**src/hdl/pdpsc_pkg.sv**
```systemverilog
/*
 * pdpsc_pkg: constants and carrier types for the powered-device power status
 * and startup controller.
 * Assumes a single 250 MHz core clock; analog comparators arrive as digital levels.
 */
package pdpsc_pkg;

    // ==========================================================================
    // timing
    // ==========================================================================
    localparam int CLK_MHZ = 250;
    localparam int MS_CYCLES = CLK_MHZ * 1000;
    localparam int IND_DELAY_MS = 24;
    localparam int BIAS_TIMEOUT_MS = 50;
    localparam int SRC_OFF_MS = 24;
    localparam int INRUSH_MIN_US = 81500;
    localparam int INRUSH_MIN_MS_X10 = 815;

    // ==========================================================================
    // pulse duty cycles, in thousandths of the pulse period
    // ==========================================================================
    localparam int DUTY_LOW_TYPE = 260;
    localparam int DUTY_SHORT = 125;
    localparam int DUTY_RES = 81;
    localparam int DUTY_OPEN = 54;
    localparam int DUTY_SCALE = 1000;
    localparam int PULSE_PERIOD_DEF = 250000;

    // ==========================================================================
    // indicator reset value (all released)
    // ==========================================================================
    localparam logic [2:0] IND_RESET = 3'h0;

    typedef enum logic [1:0] {
        PDPSC_DUTY_SHORT,
        PDPSC_DUTY_RES,
        PDPSC_DUTY_OPEN,
        PDPSC_DUTY_RSVD
    } pdpsc_duty_t;

    // pull-low enables of the three open-drain indicators
    typedef struct packed {
        logic upper;
        logic lower;
        logic highType;
    } pdpsc_ind_t;

    // analog comparator levels
    typedef struct packed {
        logic inputAbove32v;
        logic inputAboveMarkReset;
        logic inputAboveUvlo;
        logic thermalShutdown;
        logic biasAbove8v5;
        logic supplyAboveUvlo;
        logic loadBelow28ma;
        logic inrushCurrentLow;
    } pdpsc_sense_t;

endpackage : pdpsc_pkg

```
**src/hdl/pdpsc_ms_timer.sv**
```systemverilog
/*
 * pdpsc_ms_timer: counts ticks of a timebase enable (1 ms or 0.1 ms) while run is high.
 * Assumes tick is a one-cycle pulse on core_clk.
 */
module pdpsc_ms_timer
    import pdpsc_pkg::*;
#(
    parameter int WIDTH = 10
) (
    input wire logic core_clk,
    input wire logic reset_n,
    input wire logic run,
    input wire logic tick,
    input wire logic [WIDTH-1:0] limit,
    output logic done
);

    logic [WIDTH-1:0] count_r;
    logic [WIDTH-1:0] count_nxt;
    logic done_nxt;

    always_comb begin
        count_nxt = count_r;
        done_nxt = 1'b0;
        if (!run) begin
            count_nxt = '0;
        end else if (count_r >= limit) begin
            done_nxt = 1'b1;
        end else if (tick) begin
            count_nxt = count_r + WIDTH'(1);
        end
    end

    always_ff @(posedge core_clk or negedge reset_n) begin
        if (!reset_n) begin
            count_r <= '0;
            done <= 1'b0;
        end else begin
            count_r <= count_nxt;
            done <= done_nxt & run;
        end
    end

endmodule // pdpsc_ms_timer

```
**src/hdl/pdpsc_ctrl.sv**
```systemverilog
/*
 * pdpsc_ctrl: indicator encoding, bias supply startup sequencing and
 * maintain-power-signature pulse generation for a powered device.
 * Assumes all inputs synchronous to core_clk; pins are open-drain, oe high = pull low.
 */
// Operation
// allocated power follows received classification cycle count; indicators driven from it
// high-type indicator low for type 3-4 source, released for type 1-2
// one cycle both high; 2-3 lower low; 4 upper low; 5 both low
// indicators show power actually allocated, not the class requested
// indicators enabled 24 ms after bias-winding input rises
// bias present before inrush end: 24 ms counted from inrush-done release
// indicators released on thermal shutdown, supply undervoltage, or input below 32 V
// indicator state kept above mark reset, reapplied after startup; cleared below it
// startup current source turned on at end of inrush
// bias switch closes when bias above 8.5 V or below it for 50 ms
// startup source turned off 24 ms after bias switch closes
// supply undervoltage reopens switch, restarts source, fresh startup cycle
// select input chooses supply undervoltage threshold 6.9 V or 3.9 V
// bias switch opens whenever input drops below undervoltage falling threshold
// signature pulses generated while load return current below 28 mA
// type 3-4 duty follows select pin: short 12.5, resistor 8.1, open 5.4
// type 1-2 source uses fixed 26 percent duty, select pin ignored; code follows select pin while aux_adapter_detect is high
// adapter detect: lower and high-type released, upper low, pulses enabled
// inrush-done pulled low during inrush, released otherwise
// inrush ends when current below 90 percent and 81.5 ms elapsed
// indicator high is released open drain, low is pulled, one enable each
// pulse period is a parameter; duty sets only the high fraction
module pdpsc_ctrl
    import pdpsc_pkg::*;
#(
    parameter int MS_TICKS = MS_CYCLES,
    parameter int PULSE_PERIOD = PULSE_PERIOD_DEF
) (
    input wire logic core_clk,
    input wire logic reset_n,
    input wire logic [2:0] classCycleCount,
    input wire logic classDone,
    input wire logic highTypeSource,
    input wire pdpsc_duty_t pulse_duty_select,
    input wire logic supply_undervoltage_select,
    input wire logic aux_adapter_detect,
    input wire pdpsc_sense_t sense,
    output pdpsc_ind_t indicatorOe,
    output logic inrush_done_out_oe,
    output logic startupSourceOn,
    output logic biasSwitchOn,
    output logic uvloSelectOut,
    output logic signature_pulse_drive
);

    if (MS_TICKS < 2 || PULSE_PERIOD < DUTY_SCALE) begin : g_bad_timebase
        $error("pdpsc_ctrl: timebase parameters too small");
    end

    localparam int INRUSH_TICKS_100US = INRUSH_MIN_MS_X10;
    localparam int SUB_TICKS = (MS_TICKS + 9) / 10;

    // ==========================================================================
    // timebase: 0.1 ms and 1 ms enables
    // ==========================================================================
    logic [31:0] subCnt_r, subCnt_nxt;
    logic [3:0] tenCnt_r, tenCnt_nxt;
    logic subTick_r, subTick_nxt;
    logic msTick_r, msTick_nxt;

    always_comb begin
        subCnt_nxt = subCnt_r + 32'h1;
        subTick_nxt = 1'b0;
        tenCnt_nxt = tenCnt_r;
        msTick_nxt = 1'b0;
        if (subCnt_r >= 32'(SUB_TICKS - 1)) begin
            subCnt_nxt = 32'h0;
            subTick_nxt = 1'b1;
            if (tenCnt_r == 4'h9) begin
                tenCnt_nxt = 4'h0;
                msTick_nxt = 1'b1;
            end else begin
                tenCnt_nxt = tenCnt_r + 4'h1;
            end
        end
    end

    always_ff @(posedge core_clk or negedge reset_n) begin
        if (!reset_n) begin
            subCnt_r <= 32'h0;
            tenCnt_r <= 4'h0;
            subTick_r <= 1'b0;
            msTick_r <= 1'b0;
        end else begin
            subCnt_r <= subCnt_nxt;
            tenCnt_r <= tenCnt_nxt;
            subTick_r <= subTick_nxt;
            msTick_r <= msTick_nxt;
        end
    end

    // ==========================================================================
    // startup sequencer
    // ==========================================================================
    typedef enum logic [2:0] {
        ST_OFF,
        ST_INRUSH,
        ST_STARTUP,
        ST_BIAS_ON,
        ST_RUN
    } pdpsc_state_t;

    pdpsc_state_t state_r, state_nxt;
    logic inrushMinDone, biasTimeout, srcOffDone, indDelayDone;
    logic indDelayRun;
    logic powerOk;

    assign powerOk = sense.inputAboveUvlo && !sense.thermalShutdown && !aux_adapter_detect;

    pdpsc_ms_timer #(.WIDTH(10)) inrushTimer (
        .core_clk(core_clk),
        .reset_n(reset_n),
        .run(state_r == ST_INRUSH),
        .tick(subTick_r),
        .limit(10'(INRUSH_TICKS_100US)),
        .done(inrushMinDone)
    );

    pdpsc_ms_timer #(.WIDTH(10)) biasTimer (
        .core_clk(core_clk),
        .reset_n(reset_n),
        .run(state_r == ST_STARTUP && !sense.biasAbove8v5),
        .tick(msTick_r),
        .limit(10'(BIAS_TIMEOUT_MS)),
        .done(biasTimeout)
    );

    pdpsc_ms_timer #(.WIDTH(10)) srcTimer (
        .core_clk(core_clk),
        .reset_n(reset_n),
        .run(state_r == ST_BIAS_ON),
        .tick(msTick_r),
        .limit(10'(SRC_OFF_MS)),
        .done(srcOffDone)
    );

    always_comb begin
        state_nxt = state_r;
        unique case (state_r)
            ST_OFF: begin
                if (powerOk) begin
                    state_nxt = ST_INRUSH;
                end
            end
            ST_INRUSH: begin
                if (sense.inrushCurrentLow && inrushMinDone) begin
                    state_nxt = ST_STARTUP;
                end
            end
            ST_STARTUP: begin
                if (sense.biasAbove8v5 || biasTimeout) begin
                    state_nxt = ST_BIAS_ON;
                end
            end
            ST_BIAS_ON: begin
                if (srcOffDone) begin
                    state_nxt = ST_RUN;
                end
            end
            ST_RUN: begin
            end
        endcase
        if ((state_r == ST_BIAS_ON || state_r == ST_RUN) && !sense.supplyAboveUvlo) begin
            state_nxt = ST_STARTUP;
        end
        if (!powerOk) begin
            state_nxt = ST_OFF;
        end
    end

    always_ff @(posedge core_clk or negedge reset_n) begin
        if (!reset_n) begin
            state_r <= ST_OFF;
        end else begin
            state_r <= state_nxt;
        end
    end

    // ==========================================================================
    // indicator memory and enable delay
    // ==========================================================================
    pdpsc_ind_t memInd_r, memInd_nxt;
    logic memValid_r, memValid_nxt;
    logic indEnable;

    // allocated power comes from cycle count alone, never from requested class
    function automatic pdpsc_ind_t encodeInd(input logic [2:0] cycles, input logic hiType);
        pdpsc_ind_t ind;
        ind.highType = hiType;
        ind.upper = (cycles >= 3'h4);
        ind.lower = (cycles == 3'h2) || (cycles == 3'h3) || (cycles == 3'h5);
        return ind;
    endfunction

    always_comb begin
        memInd_nxt = memInd_r;
        memValid_nxt = memValid_r;
        if (classDone) begin
            memInd_nxt = encodeInd(classCycleCount, highTypeSource);
            memValid_nxt = 1'b1;
        end
        if (!sense.inputAboveMarkReset) begin
            memInd_nxt = IND_RESET;
            memValid_nxt = 1'b0;
        end
    end

    always_ff @(posedge core_clk or negedge reset_n) begin
        if (!reset_n) begin
            memInd_r <= IND_RESET;
            memValid_r <= 1'b0;
        end else begin
            memInd_r <= memInd_nxt;
            memValid_r <= memValid_nxt;
        end
    end

    // delay starts once inrush is over and bias is high; covers both orders
    assign indDelayRun = (state_r == ST_STARTUP || state_r == ST_BIAS_ON || state_r == ST_RUN)
        && sense.biasAbove8v5;

    pdpsc_ms_timer #(.WIDTH(10)) indTimer (
        .core_clk(core_clk),
        .reset_n(reset_n),
        .run(indDelayRun),
        .tick(msTick_r),
        .limit(10'(IND_DELAY_MS)),
        .done(indDelayDone)
    );

    assign indEnable = indDelayDone && sense.inputAbove32v && !sense.thermalShutdown
        && sense.supplyAboveUvlo && memValid_r;

    // ==========================================================================
    // maintain-power-signature pulses
    // ==========================================================================
    logic [31:0] perCnt_r, perCnt_nxt;
    logic pulse_nxt;
    logic [31:0] highLen;
    logic pulseEnable;

    always_comb begin
        if (!highTypeSource && !aux_adapter_detect) begin
            highLen = 32'(PULSE_PERIOD / DUTY_SCALE * DUTY_LOW_TYPE);
        end else begin
            unique case (pulse_duty_select)
                PDPSC_DUTY_SHORT: highLen = 32'(PULSE_PERIOD / DUTY_SCALE * DUTY_SHORT);
                PDPSC_DUTY_RES: highLen = 32'(PULSE_PERIOD / DUTY_SCALE * DUTY_RES);
                default: highLen = 32'(PULSE_PERIOD / DUTY_SCALE * DUTY_OPEN);
            endcase
        end
    end

    assign pulseEnable = sense.loadBelow28ma && (state_r != ST_OFF || aux_adapter_detect);

    always_comb begin
        perCnt_nxt = perCnt_r + 32'h1;
        if (perCnt_r >= 32'(PULSE_PERIOD - 1) || !pulseEnable) begin
            perCnt_nxt = 32'h0;
        end
        pulse_nxt = pulseEnable && (perCnt_nxt < highLen);
    end

    always_ff @(posedge core_clk or negedge reset_n) begin
        if (!reset_n) begin
            perCnt_r <= 32'h0;
        end else begin
            perCnt_r <= perCnt_nxt;
        end
    end

    // ==========================================================================
    // registered outputs
    // ==========================================================================
    pdpsc_ind_t indOe_nxt;

    always_comb begin
        indOe_nxt = IND_RESET;
        if (aux_adapter_detect) begin
            indOe_nxt.upper = 1'b1;
        end else if (indEnable) begin
            indOe_nxt = memInd_r;
        end
    end

    always_ff @(posedge core_clk or negedge reset_n) begin
        if (!reset_n) begin
            indicatorOe <= IND_RESET;
            inrush_done_out_oe <= 1'b0;
            startupSourceOn <= 1'b0;
            biasSwitchOn <= 1'b0;
            uvloSelectOut <= 1'b0;
            signature_pulse_drive <= 1'b0;
        end else begin
            indicatorOe <= indOe_nxt;
            inrush_done_out_oe <= (state_nxt == ST_INRUSH);
            startupSourceOn <= (state_nxt == ST_STARTUP || state_nxt == ST_BIAS_ON);
            biasSwitchOn <= (state_nxt == ST_BIAS_ON || state_nxt == ST_RUN);
            uvloSelectOut <= supply_undervoltage_select;
            signature_pulse_drive <= pulse_nxt;
        end
    end

endmodule // pdpsc_ctrl

```
**config.mk**
```make
export PLATFORM = sky130hd
export DESIGN_NAME = pdpsc_ctrl
export DESIGN_NICKNAME = d
export VERILOG_FILES = /design/src/hdl/pdpsc_pkg.sv /design/src/hdl/pdpsc_ms_timer.sv /design/src/hdl/pdpsc_ctrl.sv
export SDC_FILE = /design/constraint.sdc
export NUM_CORES = 1
export LEC_CHECK = 0
export BUFFER_PORTS_ARGS = -buffer_cell sky130_fd_sc_hd__buf_4
export CAP_MARGIN = 25
export CORE_AREA = 2 2 141 143
export CTS_CLUSTER_SIZE = 30
export DETAILED_ROUTE_END_ITERATION = 10
export DIE_AREA = 0 0 143 145
export SLEW_MARGIN = 40
export SYNTH_ARGS = -nofsm -noshare
export SYNTH_HDL_FRONTEND = slang
export SYNTH_SLANG_ARGS = --single-unit
```
**constraint.sdc**
```tcl
create_clock -name core_clk -period 2.9 [get_ports core_clk]
set_clock_uncertainty 0.2 [all_clocks]
set_input_delay 0.29 -clock core_clk [delete_from_list [all_inputs] [get_ports core_clk]]
set_output_delay 0.29 -clock core_clk [all_outputs]
set_load 0.01 [all_outputs]
```
After elaboration in Yosys (flattened, before gate mapping)
Index checks and enable logic that the tools add are counted.
- register bits after elaboration: 129
- output and inout port bits: 8
- logic and storage cells: 144
- $add $sub $neg: 7
- $lt $le $gt $ge: 8
- eq/ne operators: 22
- muxes and demuxes: 41
- bitwise operators: 4
- reduce and logical (&&, ||, !) cells: 36
- operators with widths (kind ; number):
    10-bit 2-to-1 mux ; 12
    32-bit by 1-bit adder with 32-bit output (second input constant) ; 2
    32-bit 2-to-1 mux ; 2
    10-bit by 1-bit adder with 10-bit output (second input constant) ; 4
    32-bit by 15-bit >= comparator with 1-bit output (second input constant) ; 1
    32-bit by 18-bit >= comparator with 1-bit output (second input constant) ; 1
    32-bit < comparator ; 1
    15-bit one-hot mux with 2 select lines ; 1
    3-bit 2-to-1 mux ; 8
    10-bit by 5-bit >= comparator with 1-bit output (second input constant) ; 2
    3-bit by 2-bit equality test with 1-bit output (second input constant) ; 6
    2-bit inequality test (second input constant) ; 9
    16-bit 2-to-1 mux ; 1
    1-bit 2-to-1 mux ; 14
    1-bit logical AND ; 13
    3-bit one-hot mux with 4 select lines ; 1
    10-bit >= comparator (second input constant) ; 1
    10-bit by 6-bit >= comparator with 1-bit output (second input constant) ; 1
    1-bit logical OR ; 10
    3-bit equality test (second input constant) ; 3
    2-bit AND reduction ; 4
    3-bit by 1-bit equality test with 1-bit output (second input constant) ; 2
    1-bit zero test ; 6
    4-bit by 1-bit adder with 4-bit output (second input constant) ; 1
    other kinds (9) ; 12

Logic depth before layout (Yosys ltp)
Gate-level depths: netlist of run 1.
- word-level depth: 8
- gate-level depth with buffers: 14
- gate-level depth less buffers: 12

By module
Synthesis of run 1 repeated with hierarchy kept, for this count alone.
- cells, all modules: 725
- area, all modules: 7225.7 µm²
- modules (own cells, without submodules) (module ; times used ; cells an instance ; area an instance (µm²)):
    pdpsc_ctrl ; 1 ; 337 ; 3707.3
    pdpsc_ms_timer ; 4 ; 97 ; 879.6

Worst setup path before layout of run 1
Ideal clock, no wire load.
- path type: register to register
- from: register perCnt_r[0]
- to: register signature_pulse_drive
- library setup time: 0.078 ns
- arrival time: 2.851 ns
- data required time: 2.622 ns
- setup slack: -0.228 ns
- stages on the path, launching flop included: 14
- path buffers: 1
- clock period less this slack: 3.128 ns
- cell sequence: dfrtp_1 -> ha_1 -> and3_4 -> o41ai_2 -> nand3_1 -> a211o_1 -> buf_6 -> nor2_1 -> ha_1 -> a211oi_1 -> nor2_1 -> a2111oi_0 -> o221ai_1 -> a21oi_1
- cells in the longest elaborated chain, start to end: 5
- ends and longest elaborated chain (item ; RTL line ; RTL):
    from (decl) ; pdpsc_ctrl.sv:243 ; logic [31:0] perCnt_r, perCnt_nxt;
    from (signal assigned) ; pdpsc_ctrl.sv:274 ; perCnt_r <= perCnt_nxt;
    32-bit by 18-bit >= comparator with 1-bit output ; pdpsc_ctrl.sv:264 ; if (perCnt_r >= 32'(PULSE_PERIOD - 1) || !pulseEnable) begin
    1-bit logical OR ; pdpsc_ctrl.sv:264 ;
    32-bit 2-to-1 mux * ; pdpsc_ctrl.sv:264 ;
    net perCnt_nxt[5] ; pdpsc_ctrl.sv:243 ;
    32-bit < comparator * ; pdpsc_ctrl.sv:267 ; pulse_nxt = pulseEnable && (perCnt_nxt < highLen);
    1-bit logical AND * ; pdpsc_ctrl.sv:267 ;
    net pulse_nxt ; pdpsc_ctrl.sv:244 ; logic pulse_nxt;
    to (signal assigned) ; pdpsc_ctrl.sv:306 ; signature_pulse_drive <= pulse_nxt;
    to (decl) ; pdpsc_ctrl.sv:49 ; output logic signature_pulse_drive
The timed path passes the listed nets; every way through them passes the cells marked *.
A chain may end at the register's enable or synchronous reset.

Worst setup path in the final report of run 1
Ends and elaborated chain as after synthesis.

==> results of run 1 <==
==> per-layer routing <==
metal	vias to the layer above	track usage (%)	share of wire [%]
met2	66	18.54	48
met3	21	3.861	3.8
met1	2021	14.69	46
met5	-	0	0
li1	1996	-	-
met4	0	5.050	2.3
==> sequential cells by signal, summed over array words and instances (netlist names), 4 cells and up <==
signal / flops
indTimer.count_r: 10
subCnt_r: 32
tenCnt_r: 4
perCnt_r: 32
biasTimer.count_r: 10
inrushTimer.count_r: 10
srcTimer.count_r: 10
==> cell type report <==
cell class	count	area (µm²)	area share, %
Sequential cell	129	3228	43.47
Inverter	18	67.56	0.9099
Tap cell	265	331.6	4.465
Timing Repair Buffer	70	570.5	7.683
Multi-Input combinational cell	386	2661	35.84
Clock inverter	6	82.58	1.112
Clock buffer	22	484.2	6.521
==> power by group through the flow <==
| stage | sequential [µW] | combinational [µW] | clock, µW |
|---|---|---|---|
| finish | 1890 | 219 | 2050 |
| global route | 1900 | 251 | 2180 |
| floorplan | 1910 | 103 | 0 |
| detailed placement | 1920 | 195 | 0 |
| CTS | 1890 | 213 | 2090 |
| global placement | 1910 | 185 | 0 |
==> path summary, 6_finish.rpt <==
check,from,to,depth (start not counted)
worst max-delay path,perCnt_r[0],signature_pulse_drive,12
worst min-delay path,sense[5],state_r[2],3
worst max register to register,perCnt_r[0],signature_pulse_drive,12
worst min register to register,memInd_r[1],indicatorOe[1],1
max in group asynchronous,reset_n,tenCnt_r[1],3
min in group asynchronous,reset_n,perCnt_r[0],3
==> kinds of logic after synthesis <==
group	share of synthesized area (%)
adder cells (fa/ha/maj)	5.056
buffers and inverters	2.440
flip-flops	56.72
AND/OR/NAND/NOR	19.10
AO/OA/AOI/OAI	8.881
other	0.06589
multiplexers	1.275
XOR/XNOR	6.463
==> worst max-delay path: stages (launching register included) <==
cell and delay [ns]:
dfrtp_1 0.38, ha_2 0.19, and3_4 0.15, o41ai_2 0.19, nand3_1 0.17, a211o_4 0.40, buf_6 0.16, nor2_4 0.11
ha_4 0.21, a21o_1 0.17, a2111oi_4 0.29, o221ai_1 0.15, a21oi_1 0.14
==> per-stage QoR <==
stage	cells	hold WS, ns	util [%]
after global placement	845	0.2016	33.56
after global routing	896	0.04597	38.66
after floorplan	544	-0.2056	-
final	896	0.04071	38.66
after detailed placement	845	0.2008	33.56
after CTS	895	0.03062	37.85
==> what timing repair did <==
action | CTS | global route
gates resized for setup | 16 | 26
hold endpoints to repair | 135 | 0
hold buffers | 11 | 0
setup endpoints to repair | 1 | 2
buffers inserted | 10 | 1
cloned | 1 | 0
pin swaps | 6 | 15
==> placed cells by master (no fill, tap or decap), drive strengths merged, types with 2 or more instances in the layout <==
cell type      n
a21oi         15
buf           59
and4           3
mux2           2
o311ai         2
dlygate4sd3   11
dfrtp        129
nor2b          6
nand3         20
nand2         24
clkinv         3
nor2          79
mux2i          5
bufinv         2
a211o          4
a41oi          3
o21bai         2
nor4          13
and4bb         2
xor2          25
nor3b          3
a211oi         8
nor3           6
o41ai          2
a31oi          6
clkbuf        22
ha            23
o21ai         12
and2          11
nand2b         3
inv           18
conb          31
xnor2         17
o21a           3
and3          15
or3            7
nand4         15
==> impl_metrics.yaml, run 1 <==
finish:
  stdcell_area_um2: 7426
  final_nets: 664
  syn2layout_area_growth_pct: 30.47
  num_antenna_cells: 0
  fillers: 1782
  layout-drive-gt1-share_pct: 20.92
timing:
  tightestPinTransition_ns: 0.6737
  worst_slack_ns: -0.1052
  rsz0062_at_grt: "yes"
  relSlewSlack_pct: 55.09
  hold_viol: 0
  fmax_mhz: 332.8
  final.period_utilization_pct: 103.6
  fin_tns_setup_ns: -0.1571
  fin_crit_ns: 3.005
  maxSlewViolCount: 0
  setup_violations: 2
place:
  place.port_buffers: 26
  gp_congestion: 0.8445
  dp_slack_ns: -0.1584
  place_area_um2: 6446
  place_hpwl_mm: 7.529
yosys:
  synth-seq-cells: 129
  syn_avg_cell_area_um2: 11.07
  synth_edf_count: 0
  ys_warn_count: 0
  synthArstFlopShare_pct: 100.0
  synthFlopType: "dfrtp_1"
  synth.most_common_cell: "dfrtp_1"
  yosysSeqAreaShare_pct: 56.72
  synth_top_area_share_pct: 56.72
  synthTopCellsByCount: "dfrtp_1, nor2_1, xor2_1, nand2_1, ha_1"
  netlist_instances: 514
  synth_area_um2: 5692
  synth_top_cell_by_area: "dfrtp_1"
  synth.distinct_cells: 62
  yosys-top-cells-area: "dfrtp_1, nor2_1, ha_1, xor2_1, xnor2_1"
worst_setup_path:
  worstSetupPathType: "flop to flop"
  crit_required_ns: 3.04
  cp-start-kind: "flop"
  cp_max_fo: 5
  cp-end-kind: "flop"
  r2r_slack_ns: -0.11
  worst_ep_arrival_time_ns: 3.15
clock_network:
  cts_tree: "yes"
  clk_path_buf_depth: 2
  clkTransAtPathRegs_ns: 0.06
  clockRootBuffer: "clkbuf_16"
  cts_made_buffers: 17
  insertion_delay_ns: 0.42
  ctsHtreeMaxLevel: 4
  cts.sinks: 129
pwr:
  power_switching_uw: 872.7
  clock_power_share_pct: 49.3
  p_total_uw: 4161
  powerDensity_nw_per_um2: 560.3
  vdd_drop_max_mv: 0.3909
  p_comb_share_pct: 5.3
  p_leak_uw: 0.003265
  internal_power_uw: 3288
  p_sw_share_pct: 20.97
  power_frac_seq_pct: 45.4
floorplan:
  placement_rows: 51
  boundaryPins: 27
  core_um2: 19210
  die-area_um2: 20740
  dieHeight_um: 145
  die_w_um: 143
  start_util_pct: 29.63
global_route:
  overflow: 0
  first_global_vias: 4210
  grt_first_pass_wirelength_mm: 19.41
  grt_antenna_before_repair: 0
  grtUsageTotal_pct: 11.76
  grt_max_degree: 130
route:
  num_vias: 4104
  via_per_inst: 4.580
  drt_iter0_markers: 295
  first_pass_iters: 4
  wire_per_inst_um: 12.71
  drc_errors: 0
  antenna_left: 0
  wl_mm: 11.39
job:
  maxCapViolations: 0
run_status:
  status: "finished with violations"
  violations: "negative setup slack"
worst_hold_path:
  hp-class: "input port to flop"
Power figures use the tool's default switching activity.
==> run 2: changes to the inputs <==
--- a/config.mk
+++ b/config.mk
@@ -7,10 +7,11 @@
 export LEC_CHECK = 0
 export BUFFER_PORTS_ARGS = -buffer_cell sky130_fd_sc_hd__buf_4
 export CAP_MARGIN = 25
-export CORE_AREA = 2 2 141 143
+export CORE_AREA = 2 2 115 117
 export CTS_CLUSTER_SIZE = 30
 export DETAILED_ROUTE_END_ITERATION = 10
-export DIE_AREA = 0 0 143 145
+export DIE_AREA = 0 0 117 119
+export PLACE_DENSITY = 0.65
 export SLEW_MARGIN = 40
 export SYNTH_ARGS = -nofsm -noshare
 export SYNTH_HDL_FRONTEND = slang
==> impl_metrics.yaml, run 2 (synthesized netlist as in run 1, its figures left out) <==
run_status:
  status: "finished with violations"
  violations: "negative setup slack"
global_route:
  overflow: 0
  first_global_vias: 4289
  grt_first_pass_wirelength_mm: 19.40
  grt_antenna_before_repair: 0
  grt_max_degree: 75
  grtUsageTotal_pct: 17.86
worst_setup_path:
  worst_ep_arrival_time_ns: 3.20
  path_cells: "ha_4 > and3_4 > o41ai_4 > nand3_2 > a211o_4 > buf_6 > nor2_2 > ha_1 > a2111oi_2 > o221ai_1 > a21oi_1"
  path_buf_inv: 1
  cp-end-kind: "flop"
  cp_max_fo: 6
  crit_required_ns: 3.04
  cp-start-kind: "flop"
  crit_slowest_cell: "dfrtp_1"
  path_delay_family: "compound AO/OA/AOI/OAI gates"
  worstSetupPathType: "flop to flop"
  max_stage_delay_ns: 0.41
timing:
  setup_violations: 2
  whs_ns: 0.03397
  tightestPinTransition_ns: 0.6058
  rsz0062_at_grt: "yes"
  hold_viol: 0
  worst_slack_ns: -0.1659
  relSlewSlack_pct: 59.52
  maxSlewViolCount: 0
  fin_crit_ns: 3.066
  final.period_utilization_pct: 105.7
  fin_tns_setup_ns: -0.2848
  fmax_mhz: 326.2
finish:
  syn2layout_area_growth_pct: 27.85
  stdcell_area_um2: 7277
  num_antenna_cells: 0
  final_cell_mix: "dfrtp_1, nor2_1, buf_4"
  final_common_cell: "dfrtp_1"
  reg_top3: "perCnt_r x32, subCnt_r x32"
  final_nets: 663
  layout-drive-gt1-share_pct: 19.09
place:
  gp_congestion: 0.8877
  place_area_um2: 6350
  place_hpwl_mm: 7.485
  place.port_buffers: 26
pwr:
  powerDensity_nw_per_um2: 601.1
  clock_power_share_pct: 52.1
  internal_power_uw: 3487
  power_frac_seq_pct: 43.2
  p_sw_share_pct: 20.27
  power_switching_uw: 886.5
  vdd_drop_max_mv: 0.4169
  p_comb_share_pct: 4.7
  p_leak_uw: 0.003310
  p_total_uw: 4374
floorplan:
  die_w_um: 117
  placement_rows: 42
  core_um2: 12870
  boundaryPins: 27
  start_util_pct: 44.21
  die-area_um2: 13920
  dieHeight_um: 119
clock_network:
  cts_tree: "yes"
  clk_path_buf_depth: 2
  clockRootBuffer: "clkbuf_16"
  cts.sinks: 129
  clkTransAtPathRegs_ns: 0.06
  ctsHtreeMaxLevel: 4
  insertion_delay_ns: 0.41
  cts_made_buffers: 17
route:
  drc_errors: 0
  drt_iter0_markers: 268
  num_vias: 4212
  via_per_inst: 5.200
  antenna_left: 0
  wire_per_inst_um: 14.35
  wl_mm: 11.63
  first_pass_iters: 4
job:
  maxCapViolations: 0
worst_hold_path:
  hp-class: "input port to flop"
## run 2: routing by layer
metal | vias to the layer above | part of all wire (%) | global-route usage (%)
li1 | 1994 | - | -
met1 | 2072 | 44 | 21.97
met2 | 107 | 50 | 28.72
met3 | 39 | 3.5 | 4.682
met4 | 0 | 3.3 | 9.191
met5 | - | 0 | 0
## run 2: cell type report
cell class	instances	area (µm²)
clock buffer	20	446.7
inverter	18	67.56
multi-input combinational	386	2557
fill	1043	5598
tap	176	220.2
clock inverter	12	187.7
sequential	129	3228
timing repair buffer	69	569.3
## run 2: power groups by stage
stage | Sequential (µW) | Clock (µW) | Combinational [µW]
2_1_floorplan | 1910 | 0 | 103
3_3_place_gp | 1920 | 0 | 187
3_5_place_dp | 1920 | 0 | 193
4_1_cts | 1890 | 2330 | 208
5_1_grt | 1900 | 2420 | 233
6_report | 1890 | 2280 | 206
## run 2: tightest hold or removal path, delay by kind of cell
| kind | cells | cell delay [ns] |
|---|---|---|
| AO/OA/AOI/OAI | 1 | 0.08 |
| buffers and inverters | 1 | 0.11 |
| AND/OR/NAND/NOR | 1 | 0.11 |
## run 2: per-stage QoR
| stage | std cells | setup WS [ns] | util [%] |
|---|---|---|---|
| 3_3_place_gp | 758 | -0.06312 | 49.32 |
| 4_1_cts | 809 | -0.1543 | 56.10 |
| 5_1_grt | 810 | -0.2604 | 56.52 |
| 3_5_place_dp | 758 | -0.1627 | 49.32 |
| 6_report | 810 | -0.1659 | 56.52 |
| 2_1_floorplan | 544 | 0.00006128 | - |
## run 2: worst paths after layout
path / start / endpoint / cells past startpoint / slack (ns)
min in group asynchronous: reset_n / perCnt_r[1] / 2 / 0.04
max: perCnt_r[0] / signature_pulse_drive / 11 / -0.17
max in group asynchronous: reset_n / perCnt_r[31] / 3 / 1.64
max reg2reg: perCnt_r[0] / signature_pulse_drive / 11 / -0.17
min: sense[5] / state_r[2] / 3 / 0.03
min reg2reg: subCnt_r[0] / subCnt_r[0] / 1 / 0.27
## run 2: timing repair
action                                  4_1_cts  5_1_grt
gates resized for setup                      17       11
endpoints found under the setup margin        1        2
pin swaps                                     4        3
hold endpoints to repair                    135        0
cloned                                        1        0
hold buffers                                  9        0
buffers inserted                              9        5
==> run 3: changes to the inputs <==
--- a/config.mk
+++ b/config.mk
@@ -12,6 +12,7 @@
 export DETAILED_ROUTE_END_ITERATION = 10
 export DIE_AREA = 0 0 117 119
 export PLACE_DENSITY = 0.65
+export SKIP_LAST_GASP = 1
 export SLEW_MARGIN = 40
 export SYNTH_ARGS = -nofsm -noshare
 export SYNTH_HDL_FRONTEND = slang
==> impl_metrics.yaml, run 3 (synthesized netlist as in run 1, its figures left out) <==
place:
  place_hpwl_mm: 7.485
  place_area_um2: 6350
  gp_congestion: 0.8877
  place.port_buffers: 26
timing:
  maxSlewViolCount: 0
  relSlewSlack_pct: 59.52
  fin_crit_ns: 3.068
  setup_violations: 2
  worst_slack_ns: -0.1675
  rsz0062_at_grt: "yes"
  tightestPinTransition_ns: 0.6058
  final.period_utilization_pct: 105.8
  fin_tns_setup_ns: -0.2961
  fmax_mhz: 326.0
  hold_viol: 0
route:
  via_per_inst: 5.185
  drt_iter0_markers: 242
  first_pass_iters: 4
  antenna_left: 0
  num_vias: 4210
  wl_mm: 11.42
  drc_errors: 0
  wire_per_inst_um: 14.07
job:
  maxCapViolations: 0
floorplan:
  placement_rows: 42
  die_w_um: 117
  boundaryPins: 27
  core_um2: 12870
  dieHeight_um: 119
  start_util_pct: 44.21
  die-area_um2: 13920
finish:
  final_common_cell: "dfrtp_1"
  final_cell_mix: "dfrtp_1, nor2_1, buf_4"
  num_antenna_cells: 0
  final_nets: 665
  reg_top3: "perCnt_r x32, subCnt_r x32"
  stdcell_area_um2: 7292
  syn2layout_area_growth_pct: 28.12
  layout-drive-gt1-share_pct: 19.03
worst_setup_path:
  cp_max_fo: 6
  crit_required_ns: 3.04
  cp-end-kind: "flop"
  worst_ep_arrival_time_ns: 3.20
  cp-start-kind: "flop"
  worstSetupPathType: "flop to flop"
pwr:
  powerDensity_nw_per_um2: 599.3
  vdd_drop_max_mv: 0.4161
  p_leak_uw: 0.003325
  p_total_uw: 4370
clock_network:
  clockRootBuffer: "clkbuf_16"
  cts_tree: "yes"
  ctsHtreeMaxLevel: 4
  clk_path_buf_depth: 2
  clkTransAtPathRegs_ns: 0.06
  insertion_delay_ns: 0.41
  cts.sinks: 129
  cts_made_buffers: 17
run_status:
  status: "finished with violations"
  violations: "negative setup slack"
global_route:
  grt_antenna_before_repair: 0
  grt_max_degree: 75
  grtUsageTotal_pct: 17.73
  grt_first_pass_wirelength_mm: 19.26
  first_global_vias: 4272
  overflow: 0
worst_hold_path:
  hp-class: "input port to asynchronous set/reset pin"
run 3: cell types whose count changed in the layout (fill, tap and decap cells not counted), sizes merged:
cell / delta
buf: +2
run 3: area by class of cell:
class                           instances  area [µm²]
Multi-Input combinational cell        386        2535
Clock buffer                           20       446.7
Fill cell                            1038        5583
Inverter                               18       67.56
Sequential cell                       129        3228
Clock inverter                         12       187.7
Tap cell                              176       220.2
Timing Repair Buffer                   71       606.8
run 3: critical path, stage by stage (launching register included):
cell and delay [ns]:
dfrtp_1 0.40, ha_4 0.17, and3_4 0.15, o41ai_4 0.24, nand3_2 0.15, a211o_4 0.39
buf_6 0.15, nor2_4 0.11, ha_1 0.25, a21o_1 0.17, a2111oi_2 0.32, o221ai_1 0.17
a21oi_1 0.12
run 3: final timing paths:
check	from	endpoint	slack, ns	cells past startpoint
max	perCnt_r[1]	signature_pulse_drive	-0.17	12
min in group core_clk	sense[5]	state_r[2]	0.04	3
min	reset_n	perCnt_r[1]	0.04	2
min reg2reg	subCnt_r[0]	subCnt_r[0]	0.27	1
max reg2reg	perCnt_r[1]	signature_pulse_drive	-0.17	12
max in group asynchronous	reset_n	perCnt_r[31]	1.64	3
run 3: timing repair:
| item | in CTS | in global routing |
|---|---|---|
| hold buffers | 9 | 0 |
| endpoints found under the hold margin | 135 | 0 |
| gates resized for setup | 12 | 18 |
| endpoints found under the setup margin | 1 | 2 |
| pin swaps | 4 | 4 |
| buffers inserted | 9 | 12 |
| gates cloned | 1 | 0 |
run 3: power by group:
part           switching [µW]  internal (µW)
clock network             740           1540
logic                     108           96.5
registers                35.7           1850
total                     883           3490
run 3: per-stage QoR:
stage / hold WS, ns / setup slack, ns / util [%] / cells
finish: 0.03547 / -0.1675 / 56.64 / 812
global route: 0.03892 / -0.3392 / 56.64 / 812
CTS: 0.009198 / -0.1745 / 55.81 / 809
detailed placement: -0.07640 / -0.1627 / 49.32 / 758
global placement: -0.07699 / -0.06312 / 49.32 / 758
floorplan: -0.2056 / 0.00006128 / - / 544
run 3: routing by layer:
layer | up-vias | GRT usage [%] | part of all wire (%)
li1 | 1998 | - | -
met1 | 2072 | 21.72 | 44
met2 | 107 | 28.54 | 49
met3 | 33 | 4.835 | 4.2
met4 | 0 | 8.971 | 2.9
met5 | - | 0 | 0
